### src/common/flash_host_pkg.sv
// Constants, types and register map of the parallel NOR flash host.
// Assumes one 20 MHz clock and a flash part with word-wide data.
package flash_host_pkg;

   // Clock rate and bus-cycle timing, each count derived from its time.
   localparam int CLK_MHZ = 20;
   localparam int T_STROBE_NS = 100;
   localparam int T_RECOVER_NS = 50;
   localparam int STROBE_CYC = (T_STROBE_NS * CLK_MHZ + 999) / 1000;
   localparam int RECOVER_CYC = (T_RECOVER_NS * CLK_MHZ + 999) / 1000;

   // Flash pin widths.
   localparam int ADDR_W = 19;
   localparam int DATA_W = 16;

   // APB register offsets.
   localparam logic [7:0] REG_CMD = 8'h00;
   localparam logic [7:0] REG_ADDR = 8'h04;
   localparam logic [7:0] REG_WDATA = 8'h08;
   localparam logic [7:0] REG_STATUS = 8'h0C;
   localparam logic [7:0] REG_RDATA = 8'h10;

   // Status register field positions.
   localparam int ST_BUSY = 0;
   localparam int ST_DONE = 1;
   localparam int ST_FAIL = 2;
   localparam int ST_READY = 3;
   localparam int ST_POLL_OK = 4;

   // Reset values.
   localparam logic [18:0] ADDR_RST = 19'h00000;
   localparam logic [15:0] DATA_RST = 16'h0000;

   // Command-cycle addresses and values.
   localparam logic [18:0] UNLOCK1_ADDR = 19'h00555;
   localparam logic [18:0] UNLOCK2_ADDR = 19'h002AA;
   localparam logic [15:0] UNLOCK1_DATA = 16'h00AA;
   localparam logic [15:0] UNLOCK2_DATA = 16'h0055;
   localparam logic [15:0] CMD_PROGRAM = 16'h00A0;
   localparam logic [15:0] CMD_ERASE_SETUP = 16'h0080;
   localparam logic [15:0] CMD_CHIP_ERASE = 16'h0010;
   localparam logic [15:0] CMD_SECTOR_ERASE = 16'h0030;
   localparam logic [15:0] CMD_RESET = 16'h00F0;
   localparam logic [15:0] CMD_SUSPEND = 16'h00B0;
   localparam logic [15:0] CMD_RESUME = 16'h0030;
   localparam logic [15:0] CMD_IDENT = 16'h0090;
   localparam int SECTOR_LSB = 12;

   // Status bit positions on the data pins.
   localparam int POLL_BIT = 7;
   localparam int TOGGLE1_BIT = 6;
   localparam int FAIL_BIT = 5;
   localparam int ETIMER_BIT = 3;
   localparam int TOGGLE2_BIT = 2;

   // Operations software can order through the command register.
   typedef enum logic [3:0] {
      OP_READ, OP_RESET, OP_PROGRAM, OP_CHIP_ERASE,
      OP_SECTOR_ERASE, OP_SUSPEND, OP_RESUME, OP_IDENT
   } op_e;
   localparam logic [3:0] OP_LAST = 4'h7;

   // Flash-side pins driven by the host.
   typedef struct packed {
      logic ce_n;
      logic oe_n;
      logic we_n;
      logic [18:0] addr;
      logic [15:0] dq_o;
      logic dq_oe;
   } flash_pins_s;

   // One bus cycle to run on the flash pins.
   typedef struct packed {
      logic wr;
      logic [18:0] addr;
      logic [15:0] data;
   } bus_cyc_s;

endpackage

### src/rtl/flash_cycle.sv
// Runs one read or write bus cycle on the flash pins.
// Assumes the data pins are synchronous to pclk and a start only when idle.
`timescale 1ns/1ps
`default_nettype none
module flash_cycle (
   input wire logic pclk,
   input wire logic presetn,
   input wire logic start,
   input wire flash_host_pkg::bus_cyc_s req,
   input wire logic [15:0] dq_i,
   output flash_host_pkg::flash_pins_s pins,
   output logic [15:0] rdata,
   output logic done
);
   typedef enum logic [2:0] {C_IDLE, C_SETUP, C_STROBE, C_HOLD, C_RECOV} cst_e;
   cst_e st_r;
   logic [3:0] cnt_r;
   logic wr_r;
   logic strobe_end;

   // Last cycle of the strobe; the recovery end is compared in C_RECOV.
   assign strobe_end = (cnt_r == 4'(flash_host_pkg::STROBE_CYC - 1));

   // Cycle sequencer: address set-up, strobe, hold, recovery.
   always_ff @(posedge pclk or negedge presetn) begin
      if (!presetn) begin
         st_r <= C_IDLE;
         cnt_r <= 4'h0;
         wr_r <= 1'b0;
         pins <= '{ce_n: 1'b1, oe_n: 1'b1, we_n: 1'b1, addr: 19'h00000,
                   dq_o: 16'h0000, dq_oe: 1'b0};
         rdata <= 16'h0000;
         done <= 1'b0;
      end else begin
         done <= 1'b0;
         cnt_r <= cnt_r + 4'h1;
         case (st_r)
            C_IDLE: begin
               if (start) begin
                  st_r <= C_SETUP;
                  wr_r <= req.wr;
                  pins.ce_n <= 1'b0;
                  pins.addr <= req.addr;
                  pins.dq_o <= req.data;
                  pins.dq_oe <= req.wr;
               end
            end
            C_SETUP: begin
               st_r <= C_STROBE;
               cnt_r <= 4'h0;
               pins.we_n <= ~wr_r; // Strobe with gate off.
               pins.oe_n <= wr_r;
            end
            C_STROBE: begin
               if (strobe_end) begin
                  st_r <= C_HOLD;
                  pins.we_n <= 1'b1;
                  pins.oe_n <= 1'b1;
                  if (!wr_r) begin
                     rdata <= dq_i;
                  end
               end
            end
            C_HOLD: begin
               st_r <= C_RECOV;
               cnt_r <= 4'h0;
               pins.ce_n <= 1'b1;
               pins.dq_oe <= 1'b0;
               done <= 1'b1;
            end
            C_RECOV: begin
               if (cnt_r == 4'(flash_host_pkg::RECOVER_CYC - 1)) begin
                  st_r <= C_IDLE;
               end
            end
            default: st_r <= C_IDLE;
         endcase
      end
   end

   // Write and output-gate strobes never overlap.
   AST_WRITE_NO_OE: assert property (@(posedge pclk)
      disable iff (!presetn)
      !pins.we_n |-> pins.oe_n)
      else $error("Write strobe low while output gate low.");

   // The write strobe lasts exactly the strobe time.
   AST_STROBE_LEN: assert property (@(posedge pclk)
      disable iff (!presetn)
      $fell(pins.we_n) |-> !pins.we_n [*2] ##1 pins.we_n)
      else $error("Write strobe width wrong.");

   // Data is driven through the whole write strobe with chip select low.
   AST_DQ_DRIVE: assert property (@(posedge pclk)
      disable iff (!presetn)
      !pins.we_n |-> pins.dq_oe && !pins.ce_n)
      else $error("Write strobe without driven data.");

endmodule
`default_nettype wire

### src/rtl/flash_host.sv
// Host controller for a parallel NOR flash, ordered over APB.
// Assumes the flash pins are synchronous to pclk and pready never waits.
`timescale 1ns/1ps
`default_nettype none
module flash_host (
   input wire logic pclk,
   input wire logic presetn,
   input wire logic [7:0] paddr,
   input wire logic psel,
   input wire logic penable,
   input wire logic pwrite,
   input wire logic [31:0] pwdata,
   output logic [31:0] prdata,
   output logic pready,
   output logic pslverr,
   output flash_host_pkg::flash_pins_s pins,
   input wire logic [15:0] dq_i,
   input wire logic ready_busy_out
);
   typedef enum logic [2:0] {S_IDLE, S_SEQ, S_POLL, S_FAILRST} st_e;

   st_e st_r;
   flash_host_pkg::op_e op_r;
   logic [18:0] addr_r;
   logic [15:0] wdata_r;
   logic [15:0] rdata_r;
   logic [15:0] prev_r;
   logic [2:0] idx_r;
   logic wait_r;
   logic first_r;
   logic recheck_r;
   logic done_r;
   logic fail_r;
   logic poll_ok_r;
   logic [7:0] poll_reads_r;
   logic cyc_start;
   logic cyc_done;
   logic [15:0] cyc_rdata;
   flash_host_pkg::bus_cyc_s cyc_req;

   // Bus cycle for one step of a command sequence.
   function automatic flash_host_pkg::bus_cyc_s step_of(
      input flash_host_pkg::op_e op, input logic [2:0] idx,
      input logic [18:0] a, input logic [15:0] d);
      flash_host_pkg::bus_cyc_s c;
      logic [18:0] sa;
      c = '{wr: 1'b1, addr: flash_host_pkg::UNLOCK1_ADDR,
            data: flash_host_pkg::UNLOCK1_DATA};
      sa = {a[18:flash_host_pkg::SECTOR_LSB], 12'h000}; // Sector select.
      if (idx == 3'd1 || idx == 3'd4) begin
         c.addr = flash_host_pkg::UNLOCK2_ADDR;
         c.data = flash_host_pkg::UNLOCK2_DATA;
      end
      case (op)
         flash_host_pkg::OP_READ: c = '{wr: 1'b0, addr: a, data: d};
         flash_host_pkg::OP_RESET: c.data = flash_host_pkg::CMD_RESET;
         flash_host_pkg::OP_SUSPEND: c.data = flash_host_pkg::CMD_SUSPEND;
         flash_host_pkg::OP_RESUME: c.data = flash_host_pkg::CMD_RESUME;
         flash_host_pkg::OP_PROGRAM: begin
            if (idx == 3'd2) begin
               c.data = flash_host_pkg::CMD_PROGRAM;
            end else if (idx == 3'd3) begin
               c.addr = a;
               c.data = d;
            end
         end
         flash_host_pkg::OP_IDENT: begin
            if (idx == 3'd2) begin
               c.data = flash_host_pkg::CMD_IDENT;
            end else if (idx == 3'd3) begin
               c = '{wr: 1'b0, addr: a, data: d}; // Fourth cycle reads.
            end
         end
         default: begin
            if (idx == 3'd2) begin
               c.data = flash_host_pkg::CMD_ERASE_SETUP;
            end else if (idx == 3'd5) begin
               if (op == flash_host_pkg::OP_SECTOR_ERASE) begin
                  c.addr = sa;
                  c.data = flash_host_pkg::CMD_SECTOR_ERASE;
               end else begin
                  c.data = flash_host_pkg::CMD_CHIP_ERASE;
               end
            end
         end
      endcase
      return c;
   endfunction

   // APB decode; writes take effect at the access edge, no wait states.
   wire acc = psel && penable;
   wire wr_cmd = acc && pwrite && paddr == flash_host_pkg::REG_CMD;
   wire wr_addr = acc && pwrite && paddr == flash_host_pkg::REG_ADDR;
   wire wr_wdata = acc && pwrite && paddr == flash_host_pkg::REG_WDATA;
   wire mapped = paddr == flash_host_pkg::REG_CMD
      || paddr == flash_host_pkg::REG_ADDR
      || paddr == flash_host_pkg::REG_WDATA
      || paddr == flash_host_pkg::REG_STATUS
      || paddr == flash_host_pkg::REG_RDATA;
   wire busy = st_r != S_IDLE;
   wire cmd_go = wr_cmd && !busy && pwdata[3:0] <= flash_host_pkg::OP_LAST;
   wire poll_op = op_r == flash_host_pkg::OP_PROGRAM
      || op_r == flash_host_pkg::OP_CHIP_ERASE
      || op_r == flash_host_pkg::OP_SECTOR_ERASE;
   wire [2:0] last_idx = (op_r == flash_host_pkg::OP_PROGRAM
      || op_r == flash_host_pkg::OP_IDENT) ? 3'd3 : poll_op ? 3'd5 : 3'd0;
   wire toggled = prev_r[flash_host_pkg::TOGGLE1_BIT]
      ^ cyc_rdata[flash_host_pkg::TOGGLE1_BIT];
   wire [15:0] expect_v = (op_r == flash_host_pkg::OP_PROGRAM) ?
      wdata_r : 16'hFFFF;
   wire poll_match = cyc_rdata[flash_host_pkg::POLL_BIT]
      == expect_v[flash_host_pkg::POLL_BIT];
   wire poll_bad = recheck_r && !poll_match;
   wire [31:0] status_w = {27'h0000000, poll_ok_r, ready_busy_out,
      fail_r, done_r, busy};

   assign pready = 1'b1;
   assign pslverr = acc && !mapped;

   // Read data mux; unmapped offsets read as zero.
   always_comb begin
      case (paddr)
         flash_host_pkg::REG_CMD: prdata = {28'h0000000, op_r};
         flash_host_pkg::REG_ADDR: prdata = {13'h0000, addr_r};
         flash_host_pkg::REG_WDATA: prdata = {16'h0000, wdata_r};
         flash_host_pkg::REG_STATUS: prdata = status_w;
         flash_host_pkg::REG_RDATA: prdata = {16'h0000, rdata_r};
         default: prdata = 32'h00000000;
      endcase
   end

   // Cycle request: sequence step, status read at the poll address, or reset.
   assign cyc_start = busy && !wait_r;
   always_comb begin
      case (st_r)
         S_POLL: cyc_req = '{wr: 1'b0, addr: addr_r, data: wdata_r};
         S_FAILRST: cyc_req = '{wr: 1'b1, addr: flash_host_pkg::UNLOCK1_ADDR,
                                data: flash_host_pkg::CMD_RESET};
         default: cyc_req = step_of(op_r, idx_r, addr_r, wdata_r);
      endcase
   end

   flash_cycle u_cycle (
      .pclk(pclk),
      .presetn(presetn),
      .start(cyc_start),
      .req(cyc_req),
      .dq_i(dq_i),
      .pins(pins),
      .rdata(cyc_rdata),
      .done(cyc_done)
   );

   // Software-written address and data registers.
   always_ff @(posedge pclk or negedge presetn) begin
      if (!presetn) begin
         addr_r <= flash_host_pkg::ADDR_RST;
         wdata_r <= flash_host_pkg::DATA_RST;
      end else begin
         if (wr_addr && !busy) begin
            addr_r <= pwdata[18:0];
         end
         if (wr_wdata && !busy) begin
            wdata_r <= pwdata[15:0];
         end
      end
   end

   // Operation sequencer with toggle-bit status polling.
   always_ff @(posedge pclk or negedge presetn) begin
      if (!presetn) begin
         st_r <= S_IDLE;
         op_r <= flash_host_pkg::OP_READ;
         idx_r <= 3'd0;
         wait_r <= 1'b0;
         first_r <= 1'b1;
         recheck_r <= 1'b0;
         done_r <= 1'b0;
         fail_r <= 1'b0;
         poll_ok_r <= 1'b0;
         prev_r <= flash_host_pkg::DATA_RST;
         rdata_r <= flash_host_pkg::DATA_RST;
         poll_reads_r <= 8'h00;
      end else begin
         if (cyc_start) begin
            wait_r <= 1'b1;
         end
         case (st_r)
            S_IDLE: begin
               if (cmd_go) begin
                  op_r <= flash_host_pkg::op_e'(pwdata[3:0]);
                  st_r <= S_SEQ;
                  idx_r <= 3'd0;
                  done_r <= 1'b0;
                  fail_r <= 1'b0;
                  poll_ok_r <= 1'b0;
                  recheck_r <= 1'b0;
                  first_r <= 1'b1;
                  poll_reads_r <= 8'h00;
               end
            end
            S_SEQ: begin
               if (cyc_done) begin
                  wait_r <= 1'b0;
                  idx_r <= idx_r + 3'd1;
                  if (idx_r == last_idx) begin
                     // Status is valid once the last write strobe rises.
                     st_r <= poll_op ? S_POLL : S_IDLE;
                     done_r <= !poll_op;
                     if (!cyc_req.wr) begin
                        rdata_r <= cyc_rdata;
                     end
                  end
               end
            end
            S_POLL: begin
               if (cyc_done) begin
                  wait_r <= 1'b0;
                  // The count saturates so that a long erase cannot wrap it.
                  if (poll_reads_r != 8'hFF) begin
                     poll_reads_r <= poll_reads_r + 8'h01;
                  end
                  prev_r <= cyc_rdata;
                  first_r <= 1'b0;
                  // Judge toggling only on a second consecutive read.
                  if (!first_r && !toggled) begin
                     // A mismatch after a recheck ends with a reset write.
                     st_r <= poll_bad ? S_FAILRST : S_IDLE;
                     done_r <= !poll_bad;
                     poll_ok_r <= poll_match; // Final poll bit.
                     rdata_r <= cyc_rdata; // Status, not data.
                  end else if (!first_r && recheck_r) begin
                     st_r <= S_FAILRST;
                  end else if (!first_r
                               && cyc_rdata[flash_host_pkg::FAIL_BIT]) begin
                     recheck_r <= 1'b1; // Toggle may stop as fail sets.
                     first_r <= 1'b1;
                  end
               end
            end
            S_FAILRST: begin
               if (cyc_done) begin
                  wait_r <= 1'b0;
                  st_r <= S_IDLE;
                  done_r <= 1'b1;
                  fail_r <= 1'b1;
               end
            end
            default: st_r <= S_IDLE;
         endcase
      end
   end

   // A failed operation is always closed by a reset command write.
   AST_FAIL_RESET: assert property (@(posedge pclk)
      disable iff (!presetn)
      $rose(fail_r) |-> $past(st_r) == S_FAILRST && $past(cyc_done))
      else $error("Failure reported without reset command.");

   // The failure reset cycle writes the reset command.
   AST_RESET_CMD: assert property (@(posedge pclk)
      disable iff (!presetn)
      st_r == S_FAILRST && cyc_start |->
      cyc_req.wr && cyc_req.data == flash_host_pkg::CMD_RESET)
      else $error("Failure reset cycle is not a reset write.");

   // Identification ends with a read cycle at the requested address.
   AST_IDENT_READ: assert property (@(posedge pclk)
      disable iff (!presetn)
      op_r == flash_host_pkg::OP_IDENT && st_r == S_SEQ && idx_r == 3'd3
      && cyc_start |-> !cyc_req.wr && cyc_req.addr == addr_r)
      else $error("Fourth identification cycle is not a read.");

   // Status polls read at the program or sector address.
   AST_POLL_ADDR: assert property (@(posedge pclk)
      disable iff (!presetn)
      st_r == S_POLL && cyc_start |-> !cyc_req.wr && cyc_req.addr == addr_r)
      else $error("Status poll not a read at the operation address.");

   // Completion of a polled operation follows at least two status reads.
   AST_TWO_READS: assert property (@(posedge pclk)
      disable iff (!presetn)
      $rose(done_r) && poll_op && !fail_r |-> poll_reads_r >= 8'h02)
      else $error("Completion judged from fewer than two reads.");

   // A toggle failure is only declared after the recheck pair.
   AST_RECHECK: assert property (@(posedge pclk)
      disable iff (!presetn)
      $rose(st_r == S_FAILRST) |-> recheck_r && poll_reads_r >= 8'h04)
      else $error("Failure declared without rechecking the poll bit.");

   // Captured data changes only on a finished bus cycle.
   AST_DATA_AFTER: assert property (@(posedge pclk)
      disable iff (!presetn)
      $changed(rdata_r) |-> $past(cyc_done))
      else $error("Read data changed without a bus cycle.");

endmodule
`default_nettype wire

### config.mk
export PLATFORM = sky130hd
export DESIGN_NAME = flash_host
export DESIGN_NICKNAME = d
export VERILOG_FILES = /design/src/common/flash_host_pkg.sv /design/src/rtl/flash_cycle.sv /design/src/rtl/flash_host.sv
export SDC_FILE = /design/constraint.sdc
export NUM_CORES = 1
export LEC_CHECK = 0
export ABC_AREA = 1
export ABC_CLOCK_PERIOD_IN_PS = 2050
export BUFFER_PORTS_ARGS = -buffer_cell sky130_fd_sc_hd__buf_2
export CAP_MARGIN = 20
export CORE_ASPECT_RATIO = 0.6
export CORE_MARGIN = 3
export CORE_UTILIZATION = 45
export DETAILED_ROUTE_END_ITERATION = 7
export PLACE_DENSITY = 0.67
export REMOVE_ABC_BUFFERS = 1
export SLEW_MARGIN = 20
export SYNTH_ARGS = -nofsm -noshare
export SYNTH_HDL_FRONTEND = slang
export SYNTH_HIERARCHICAL = 1
export SYNTH_SLANG_ARGS = --single-unit
### constraint.sdc
create_clock -name pclk -period 2.05 [get_ports pclk]
set_input_delay 0.205 -clock pclk [delete_from_list [all_inputs] [get_ports pclk]]
set_output_delay 0.205 -clock pclk [all_outputs]
set_load 0.02 [all_outputs]
==> results of run 1 <==
cell usage in the layout, fill, tap and decap left out, types with 11 or more instances in the layout:
cell type | netlist | routed
sky130_fd_sc_hd__a21oi_1 | 17 | 17
sky130_fd_sc_hd__buf_2 | 7 | 106
sky130_fd_sc_hd__buf_4 | 18 | 26
sky130_fd_sc_hd__clkbuf_16 | 0 | 17
sky130_fd_sc_hd__conb_1 | 2 | 14
sky130_fd_sc_hd__dfrtp_1 | 127 | 127
sky130_fd_sc_hd__dlygate4sd3_1 | 0 | 14
sky130_fd_sc_hd__inv_1 | 84 | 82
sky130_fd_sc_hd__inv_2 | 14 | 16
sky130_fd_sc_hd__nand2_1 | 375 | 373
sky130_fd_sc_hd__nand3_1 | 57 | 57
sky130_fd_sc_hd__nand4_1 | 11 | 11
sky130_fd_sc_hd__nor2_1 | 55 | 54
sky130_fd_sc_hd__o211ai_1 | 19 | 19
sky130_fd_sc_hd__o21ai_0 | 56 | 55
repair_timing:
action,CTS,global route
endpoints found under the hold margin,43,0
gates resized for setup,0,7
endpoints found under the setup margin,0,24
hold buffers,14,0
area by class of cell:
cell class,instances,area (µm²),area share [%]
inverter,99,374,4.36
sequential,131,3280,38.3
tap,198,248,2.89
clock buffer,20,447,5.21
timing repair buffer,151,957,11.2
clock inverter,12,123,1.43
multi-input combinational,672,3140,36.7
report_power, final:
group | internal, W | switching (W) | total [W]
combinational | 0.000936 | 0.00190 | 0.00283
clock | 0.00172 | 0.00121 | 0.00294
sequential | 0.00312 | 0.000370 | 0.00349
total | 0.00578 | 0.00348 | 0.00926
registers in the layout, indices dropped and copies added (netlist names), 2 cells and up:
signal / count
op_r: 4
u_cycle/cnt_r: 4
u_cycle/st_r: 3
st_r: 2
u_cycle/pins: 39
rdata_r: 16
idx_r: 3
u_cycle/rdata: 16
wdata_r: 16
addr_r: 19
routing by layer:
metal	vias to the layer above	GRT usage [%]	wire [µm]
met4	6	4.90	141
met1	3013	35.4	9630
met3	21	6.40	1570
li1	3209	-	-
met2	235	34.6	8240
met5	-	0	28
critical path: cells and delay by family, from the launching register on:
family	cells	cell delay (ns)
compound gates	1	0.20
fa+ha+maj	2	0.49
buf+inv	1	0.05
flops	1	0.42
simple gates	6	0.65
worst paths after layout:
path / cells after the start / endpoint / slack [ns]
min reg2reg: 2 / u_cycle/pins[38] / 0.46
max reg2reg: 10 / u_cycle/pins[30] / 0.13
max: 10 / u_cycle/pins[30] / 0.13
min in group asynchronous: 2 / u_cycle/pins[8] / 0.25
min: 3 / u_cycle/rdata[2] / 0.01
max in group asynchronous: 3 / addr_r[0] / 1.19
per-stage QoR:
step / hold WS [ns] / setup TNS [ns] / instances
detailed placement: 0.120 / 0 / 1237
global placement: 0.123 / 0 / 1237
global route: 0.00779 / -0.0106 / 1283
CTS: 0.00434 / 0 / 1283
finish: 0.0135 / 0 / 1283
floorplan: -0.0906 / 0 / 902
cell families after synthesis:
kind of cell	Yosys count	share of synthesized area, %
xor gates and xnor gates	1	0.125
buffers and inverters	141	9.39
adders and majority gates	8	1.42
AOI/OAI and AO/OA	114	9.66
and+or+nand+nor	535	32.6
other	2	0.107
DFF	131	46.7
==> impl_metrics.yaml, run 1 <==
run_status:
  run_status: "finished clean"
worst_setup_path:
  critPathRequiredTime_ns: 2.36
  worst-path-max-fanout: 7
  critPathCaptureType: "register"
  cp_cell_sequence: "ha_1 -> ha_1 -> nand3_2 -> nand2_2 -> nor2_2 -> o21ai_2 -> nand3_1 -> inv_1 -> nand2_1 -> nand2_1"
  critical_path.max_stage_delay_ns: 0.42
  path_class: "reg -> reg"
  slowest_stage: "sky130_fd_sc_hd__dfrtp_1"
  reg2reg_from: "idx_r[0]"
  startpoint: "idx_r[0]"
  start_kind: "register"
  worst-endpoint-arrival_ns: 2.23
power_and_ir_drop:
  post_route_total_power_w: 0.00926
  vdd_ir_drop_max_v: 0.000474
  p_per_area_nw_per_um2: 1080
  leakage_nw: 4.57
min_path:
  worst_hold_startpoint: "dq_i[2]"
  timing.hold.worst.class: "in -> reg"
logic_synthesis:
  synthCells: 932
  synthesis.yosys.warnings: 6
  synthArstFlopShare_pct: 100
  synthesis.area_um2: 7030
  synth_edf_count: 0
  yosys-top-cells-count: "sky130_fd_sc_hd__nand2_1 (375), sky130_fd_sc_hd__dfrtp_1 (127), sky130_fd_sc_hd__inv_1 (84), sky130_fd_sc_hd__nand3_1 (57), sky130_fd_sc_hd__o21ai_0 (56)"
  post_synth_num_cell_types: 43
  synthFlopType: "sky130_fd_sc_hd__dfrtp_1"
  synth_top_area_cell: "sky130_fd_sc_hd__dfrtp_1"
  post-synth-top-count-cell: "sky130_fd_sc_hd__nand2_1"
  synth.top_cells.by_area: "sky130_fd_sc_hd__dfrtp_1 (45%), sky130_fd_sc_hd__nand2_1 (20%), sky130_fd_sc_hd__inv_1 (4.5%)"
  avgSynthCellArea_um2: 7.55
  yosys_register_bits: 131
  synth.top_cell.area_share_pct: 45.2
  synth_sequential_area_ratio_pct: 46.7
cells_and_area:
  area_delta_synth_final_pct: 21.9
  drive_above_1_share_pct: 20.9
  final_nets: 1142
  finish.instance_area_um2: 8570
  fillerInstances: 1430
  final_core_util_pct: 57.6
  antenna_cells: 0
job:
  cap_viol_max_count: 0
placed_design:
  dpl-instance-area_um2: 7860
  setup_slack_placement_ns: 0.0588
  port_buffers: 107
  gp_congestion: 0.956
  detailed_place_hpwl_um: 14400
cts:
  tritoncts_clock_tree: "built"
  cts.reportedPaths.clkPinSlew_ns: 0.06
  cts_root_buf: "sky130_fd_sc_hd__clkbuf_16"
  post-cts-setup-buffers: 0
  maximum_root_to_sink_buffer_count: 2
  cts_sinks: 131
  htree_levels: 4
  tritoncts.num_buffers: 17
  worstSkewPairLatency_ns: 0.42
die:
  die-height_um: 103
  core_um2: 14900
  io_pins: 135
  initial_utilization_pct: 47.2
  die_x_um: 167
  floorplan.die_area_um2: 17200
  core.rowCount: 34
global_routing:
  grt_antenna_before_repair: 3
  grt_usage_pct: 23.6
  gr-total-overflow: 0
  grt_pass1_wl_um: 31700
  maximum_number_of_pins_on_one_net_before_global_route_repair: 44
  grt_pass1_vias: 5992
timing:
  grt_setup_unrepaired: "true"
  layout_setup_ws_ns: 0.126
  finalMaxSlewViolations: 0
  final_setup_skew_ns: 0.0116
  final_period_minus_worst_setup_slack_ns: 1.92
  max_freq_mhz: 520
  setup_viol: 0
  final_hold_viol_count: 0
  post-route-period-util_pct: 93.9
drt:
  routed_wirelength_um: 19600
  drt_drc_violations_left: 0
  vias: 6484
  first_iter_violations: 443
  wire_per_inst_um: 15.3
  drt_pass1_iterations: 5
  vias_per_cell: 5.05
  postRouteAntennaNets: 0
Note: power is estimated with default switching activity, not from simulation.
==> run 2: changes to the inputs <==
SETUP_SLACK_MARGIN = 0.3   (was default)
==> run 2 against run 1 <==
- via count up 4.1%
- cell count grew 2.5%
- clock power about the same
- sequential share of layout area down 2.9 points
- die area did not move
- first-iteration DRC count is 16% higher
- utilization rose by 4.9 points
- non-clock buffer count rose by 29
- sequential power hardly changed
- wire length increased by 7.8%
- clock-buffer cell count unchanged
- register-to-register slack improved by 0.12 ns
==> impl_metrics.yaml, run 2 (synthesis results as in run 1) <==
run_status:
  run_status: "finished clean"
timing:
  post-route-period-util_pct: 88.0
  final_period_minus_worst_setup_slack_ns: 1.80
  fin_setup_tns_ns: 0
  holdWs_ns: 0.0121
  max_freq_mhz: 555
  grt_setup_unrepaired: "true"
  final_hold_viol_count: 0
  finalMaxSlewViolations: 0
  setup_viol: 0
  final_setup_skew_ns: 0.0137
worst_setup_path:
  worst-endpoint-arrival_ns: 2.11
  critPathRequiredTime_ns: 2.36
  cp_cell_sequence: "ha_2 -> ha_4 -> buf_6 -> nand3_4 -> a21oi_2 -> or2_4 -> inv_8 -> nor2_1 -> nand2_1 -> nand2_1"
  cpMostUsedCell: "sky130_fd_sc_hd__nand2_1"
  reg2reg_from: "idx_r[1]"
  start_kind: "register"
  worst_reg2reg_path_length_in_cells: 10
  worst-path-max-fanout: 8
  slowest_stage: "sky130_fd_sc_hd__dfrtp_1"
  critPathCaptureType: "register"
  critical_path.max_stage_delay_ns: 0.42
  cp.buffers_inverters: 2
  path_class: "reg -> reg"
  reg2reg_to: "u_cycle/pins[11]"
  critical-path-top-delay-family: "simple AND/OR/NAND/NOR gates"
  reg2reg_setup_slack_ns: 0.25
drt:
  m1WireLength_um: 9840
  top_signal_layer_used: "met5"
  drt_pass1_iterations: 5
  met3RoutedLength_um: 2080
  vias_per_cell: 5.13
  dr_wl_met2_um: 8980
  first_iter_violations: 515
  wire_per_inst_um: 16.1
  postRouteAntennaNets: 0
  routed_wirelength_um: 21100
  drt_drc_violations_left: 0
  vias: 6747
die:
  floorplan.die_area_um2: 17200
  io_pins: 135
  die_x_um: 167
  die-height_um: 103
  core_um2: 14900
  core.rowCount: 34
  initial_utilization_pct: 47.2
cells_and_area:
  final_nets: 1174
  largest_registers: "u_cycle/pins: 39 flops, addr_r: 19 flops"
  area_delta_synth_final_pct: 32.3
  antenna_cells: 0
  largest_register_ffs: 39
  max_flop_register: "u_cycle/pins"
  fillerInstances: 1321
  final_common_cell: "sky130_fd_sc_hd__nand2_1"
  drive_above_1_share_pct: 30.0
  layout_common_cells: "sky130_fd_sc_hd__nand2_1 (355), sky130_fd_sc_hd__dfrtp_1 (122), sky130_fd_sc_hd__buf_2 (102)"
placed_design:
  gp_congestion: 0.956
  port_buffers: 107
  detailed_place_hpwl_um: 14400
global_routing:
  grt_usage_pct: 23.9
  grt_antenna_before_repair: 3
  maximum_number_of_pins_on_one_net_before_global_route_repair: 44
  grt_pass1_wl_um: 32100
  grt_pass1_vias: 6140
  gr-total-overflow: 0
power_and_ir_drop:
  vdd_ir_drop_max_v: 0.000609
  p_per_area_nw_per_um2: 1070
  leakage_nw: 4.82
  post_route_total_power_w: 0.00992
cts:
  cts_root_buf: "sky130_fd_sc_hd__clkbuf_16"
  cts_sinks: 131
  cts.reportedPaths.clkPinSlew_ns: 0.07
  maximum_root_to_sink_buffer_count: 2
  worstSkewPairLatency_ns: 0.42
  htree_levels: 4
  tritoncts.num_buffers: 17
  tritoncts_clock_tree: "built"
min_path:
  worst_hold_startpoint: "dq_i[8]"
  hold_path_depth: 3
  timing.hold.worst.class: "in -> reg"
  timing.hold.worst_endpoint: "u_cycle/rdata[8]"
job:
  cap_viol_max_count: 0
==> run 2: what timing repair did <==
action,4_1_cts,5_1_grt
buffers inserted,10,18
resized for setup,34,98
setup endpoints to repair,69,72
pin swaps,10,45
gates cloned,1,3
hold endpoints to repair,43,0
hold buffers,14,0
==> run 2: worst max-delay path by stage <==
stage,cells after the start,slack (ns),startpoint,endpoint
after global placement,10,0.06,idx_r[0],u_cycle/pins[30]
final,10,0.25,idx_r[1],u_cycle/pins[11]
after detailed placement,10,0.06,idx_r[0],u_cycle/pins[29]
after floorplan,10,0.14,st_r[1],poll_ok_r
after CTS,11,0.26,idx_r[1],u_cycle/pins[22]
after global routing,13,0.14,idx_r[1],u_cycle/pins[5]
==> run 2: cell type report <==
| type | count | area [µm²] | area share (%) |
|---|---|---|---|
| Sequential cell | 131 | 3290 | 35.4 |
| Tap cell | 198 | 248 | 2.66 |
| Inverter | 99 | 389 | 4.18 |
| Clock buffer | 20 | 447 | 4.80 |
| Multi-Input combinational cell | 675 | 3570 | 38.4 |
| Timing Repair Buffer | 180 | 1240 | 13.3 |
| Clock inverter | 12 | 123 | 1.32 |
==> run 2: per-layer routing <==
layer  up-vias  GRT usage [%]
met1      3136           35.1
li1       3282              -
met5         -              0
met2       293           35.0
met3        30           7.13
met4         6           5.72
==> run 2: stage by stage <==
stage	std cells	util, %	setup slack [ns]	cell area [µm²]
2_1_floorplan	902	-	0.138	6790
3_3_place_gp	1237	52.8	0.0641	7860
3_5_place_dp	1237	52.8	0.0588	7860
4_1_cts	1294	58.9	0.264	8770
5_1_grt	1315	62.5	0.137	9310
6_report	1315	62.5	0.247	9310
==> run 2: worst reg2reg max path: cells and delay by family (launching register included) <==
kind	cells	cell delay (ns)
buffers and inverters	2	0.23
DFF	1	0.42
AOI/OAI and AO/OA	1	0.07
and+or+nand+nor	5	0.58
adders and majority gates	2	0.40
==> run 2: power breakdown <==
part           internal (W)  switching (W)  total (W)
logic               0.00123        0.00223    0.00346
clock network       0.00173        0.00123    0.00296
registers           0.00312       0.000376    0.00350
==> run 3: changes to the inputs <==
REMOVE_ABC_BUFFERS = default   (was 1)
==> run 3 against run 2 <==
- combinational power is 9.2% lower
- highest routed layer is now met4
- worst hold slack better by 0.00053 ns
- sequential power is essentially flat
- clock skew fell by 0.0050 ns
- sequential share of layout area grew 1.2 points
==> impl_metrics.yaml, run 3 (synthesis results as in run 1) <==
run_status:
  run_status: "finished clean"
cells_and_area:
  final_nets: 1165
  layout_common_cells: "sky130_fd_sc_hd__nand2_1 (368), sky130_fd_sc_hd__dfrtp_1 (122), sky130_fd_sc_hd__buf_2 (104)"
  area_delta_synth_final_pct: 27.9
  drive_above_1_share_pct: 26.6
  antenna_cells: 0
  largest_registers: "u_cycle/pins: 39 flops, addr_r: 19 flops"
  final_core_util_pct: 60.4
  final_common_cell: "sky130_fd_sc_hd__nand2_1"
  largest_register_ffs: 39
  final_cell_count_no_fill: 1305
  area.sequential_um2: 3290
  max_flop_register: "u_cycle/pins"
  fillerInstances: 1383
  multiInputGateArea_um2: 3360
power_and_ir_drop:
  post_route_total_power_w: 0.00944
  leakage_nw: 4.74
  p_per_area_nw_per_um2: 1050
  vdd_ir_drop_max_v: 0.000626
timing:
  final_hold_viol_count: 0
  layout_setup_ws_ns: 0.278
  grt_setup_unrepaired: "true"
  final_period_minus_worst_setup_slack_ns: 1.77
  final_setup_skew_ns: 0.00876
  max_freq_mhz: 564
  setup_viol: 0
  finalMaxSlewViolations: 0
  fin_setup_tns_ns: 0
  post-route-period-util_pct: 86.5
worst_setup_path:
  critPathRequiredTime_ns: 2.36
  reg2reg_from: "idx_r[0]"
  reg2reg_to: "u_cycle/pins[11]"
  worst_reg2reg_path_length_in_cells: 9
  worst-endpoint-arrival_ns: 2.08
  start_kind: "register"
  path_class: "reg -> reg"
  worst-path-max-fanout: 8
  critPathCaptureType: "register"
  reg2reg_setup_slack_ns: 0.28
placed_design:
  port_buffers: 107
  detailed_place_hpwl_um: 14600
  placed_cells: 1239
  setup_slack_placement_ns: 0.0922
  gp_congestion: 0.909
global_routing:
  grt_usage_pct: 24.1
  grt_pass1_wl_um: 32500
  grt_pass1_vias: 6102
  maximum_number_of_pins_on_one_net_before_global_route_repair: 47
  gr-total-overflow: 0
  grt_antenna_before_repair: 0
min_path:
  hold_path_depth: 3
  timing.hold.worst_endpoint: "u_cycle/rdata[3]"
  worst_hold_startpoint: "dq_i[3]"
  timing.hold.worst.class: "in -> reg"
drt:
  drt_pass1_iterations: 5
  drt_drc_violations_left: 0
  postRouteAntennaNets: 0
  routed_wirelength_um: 20400
  vias: 6716
  vias_per_cell: 5.15
  first_iter_violations: 614
  wire_per_inst_um: 15.6
cts:
  cts_root_buf: "sky130_fd_sc_hd__clkbuf_16"
  cts_sinks: 131
  worstSkewPairLatency_ns: 0.42
  cts.reportedPaths.clkPinSlew_ns: 0.06
  htree_levels: 4
  tritoncts.num_buffers: 17
  tritoncts_clock_tree: "built"
  maximum_root_to_sink_buffer_count: 2
job:
  cap_viol_max_count: 0
die:
  die-height_um: 103
  core_um2: 14900
  floorplan.die_area_um2: 17200
  die_x_um: 167
  initial_utilization_pct: 47.2
  io_pins: 135
  core.rowCount: 34
run 3: worst max path at each step:
stage,startpoint,to,slack [ns],depth (start not counted)
4_1_cts,idx_r[1],u_cycle/pins[8],0.30,14
6_report,idx_r[0],u_cycle/pins[11],0.28,9
5_1_grt,idx_r[0],u_cycle/pins[20],0.18,10
2_1_floorplan,idx_r[1],u_cycle/pins[8],0.34,13
3_3_place_gp,idx_r[0],u_cycle/pins[35],0.09,10
3_5_place_dp,idx_r[0],u_cycle/pins[35],0.09,10
run 3: power breakdown:
part | switching [W] | internal (W)
logic | 0.00200 | 0.00113
registers | 0.000380 | 0.00313
clock network | 0.00121 | 0.00159
run 3: critical path, cell delays in order, from the launching register on:
cell and delay [ns]:
sky130_fd_sc_hd__dfrtp_2 0.45, sky130_fd_sc_hd__ha_2 0.20, sky130_fd_sc_hd__ha_4 0.19, sky130_fd_sc_hd__nand3_2 0.10
sky130_fd_sc_hd__a21oi_2 0.06, sky130_fd_sc_hd__or2_2 0.32, sky130_fd_sc_hd__inv_4 0.13, sky130_fd_sc_hd__nor2_1 0.06
sky130_fd_sc_hd__nand2_1 0.08, sky130_fd_sc_hd__nand2_1 0.06
run 3: area by class of cell:
cell class | count | share of cell area (%)
clock buffers | 18 | 4.88
clock inverters | 13 | 1.13
inverters | 99 | 4.24
multi-input cells | 672 | 37.3
flip-flops and latches | 131 | 36.6
well taps | 198 | 2.75
repair buffers | 174 | 13.1
run 3: repair_timing:
| action | 4_1_cts | 5_1_grt |
|---|---|---|
| gates cloned | 0 | 1 |
| pin swaps | 7 | 24 |
| setup buffers | 8 | 13 |
| resized for setup | 30 | 54 |
| hold buffers | 13 | 0 |
| endpoints found under the setup margin | 58 | 70 |
| hold endpoints to repair | 71 | 0 |
run 3: layer usage:
metal,GRT usage (%),vias to the layer above,part of all wire (%)
met5,0,-,0
met4,5.91,0,1.4
met3,5.06,29,8.9
met2,33.7,282,41
met1,37.9,3139,49
li1,-,3266,-
run 3: stage by stage:
step / cell area [µm²] / hold slack (ns)
floorplan: 7080 / -0.0906
global placement: 7870 / 0.112
detailed placement: 7870 / 0.106
CTS: 8700 / 0.00387
global route: 9000 / 0.0300
finish: 9000 / 0.0127
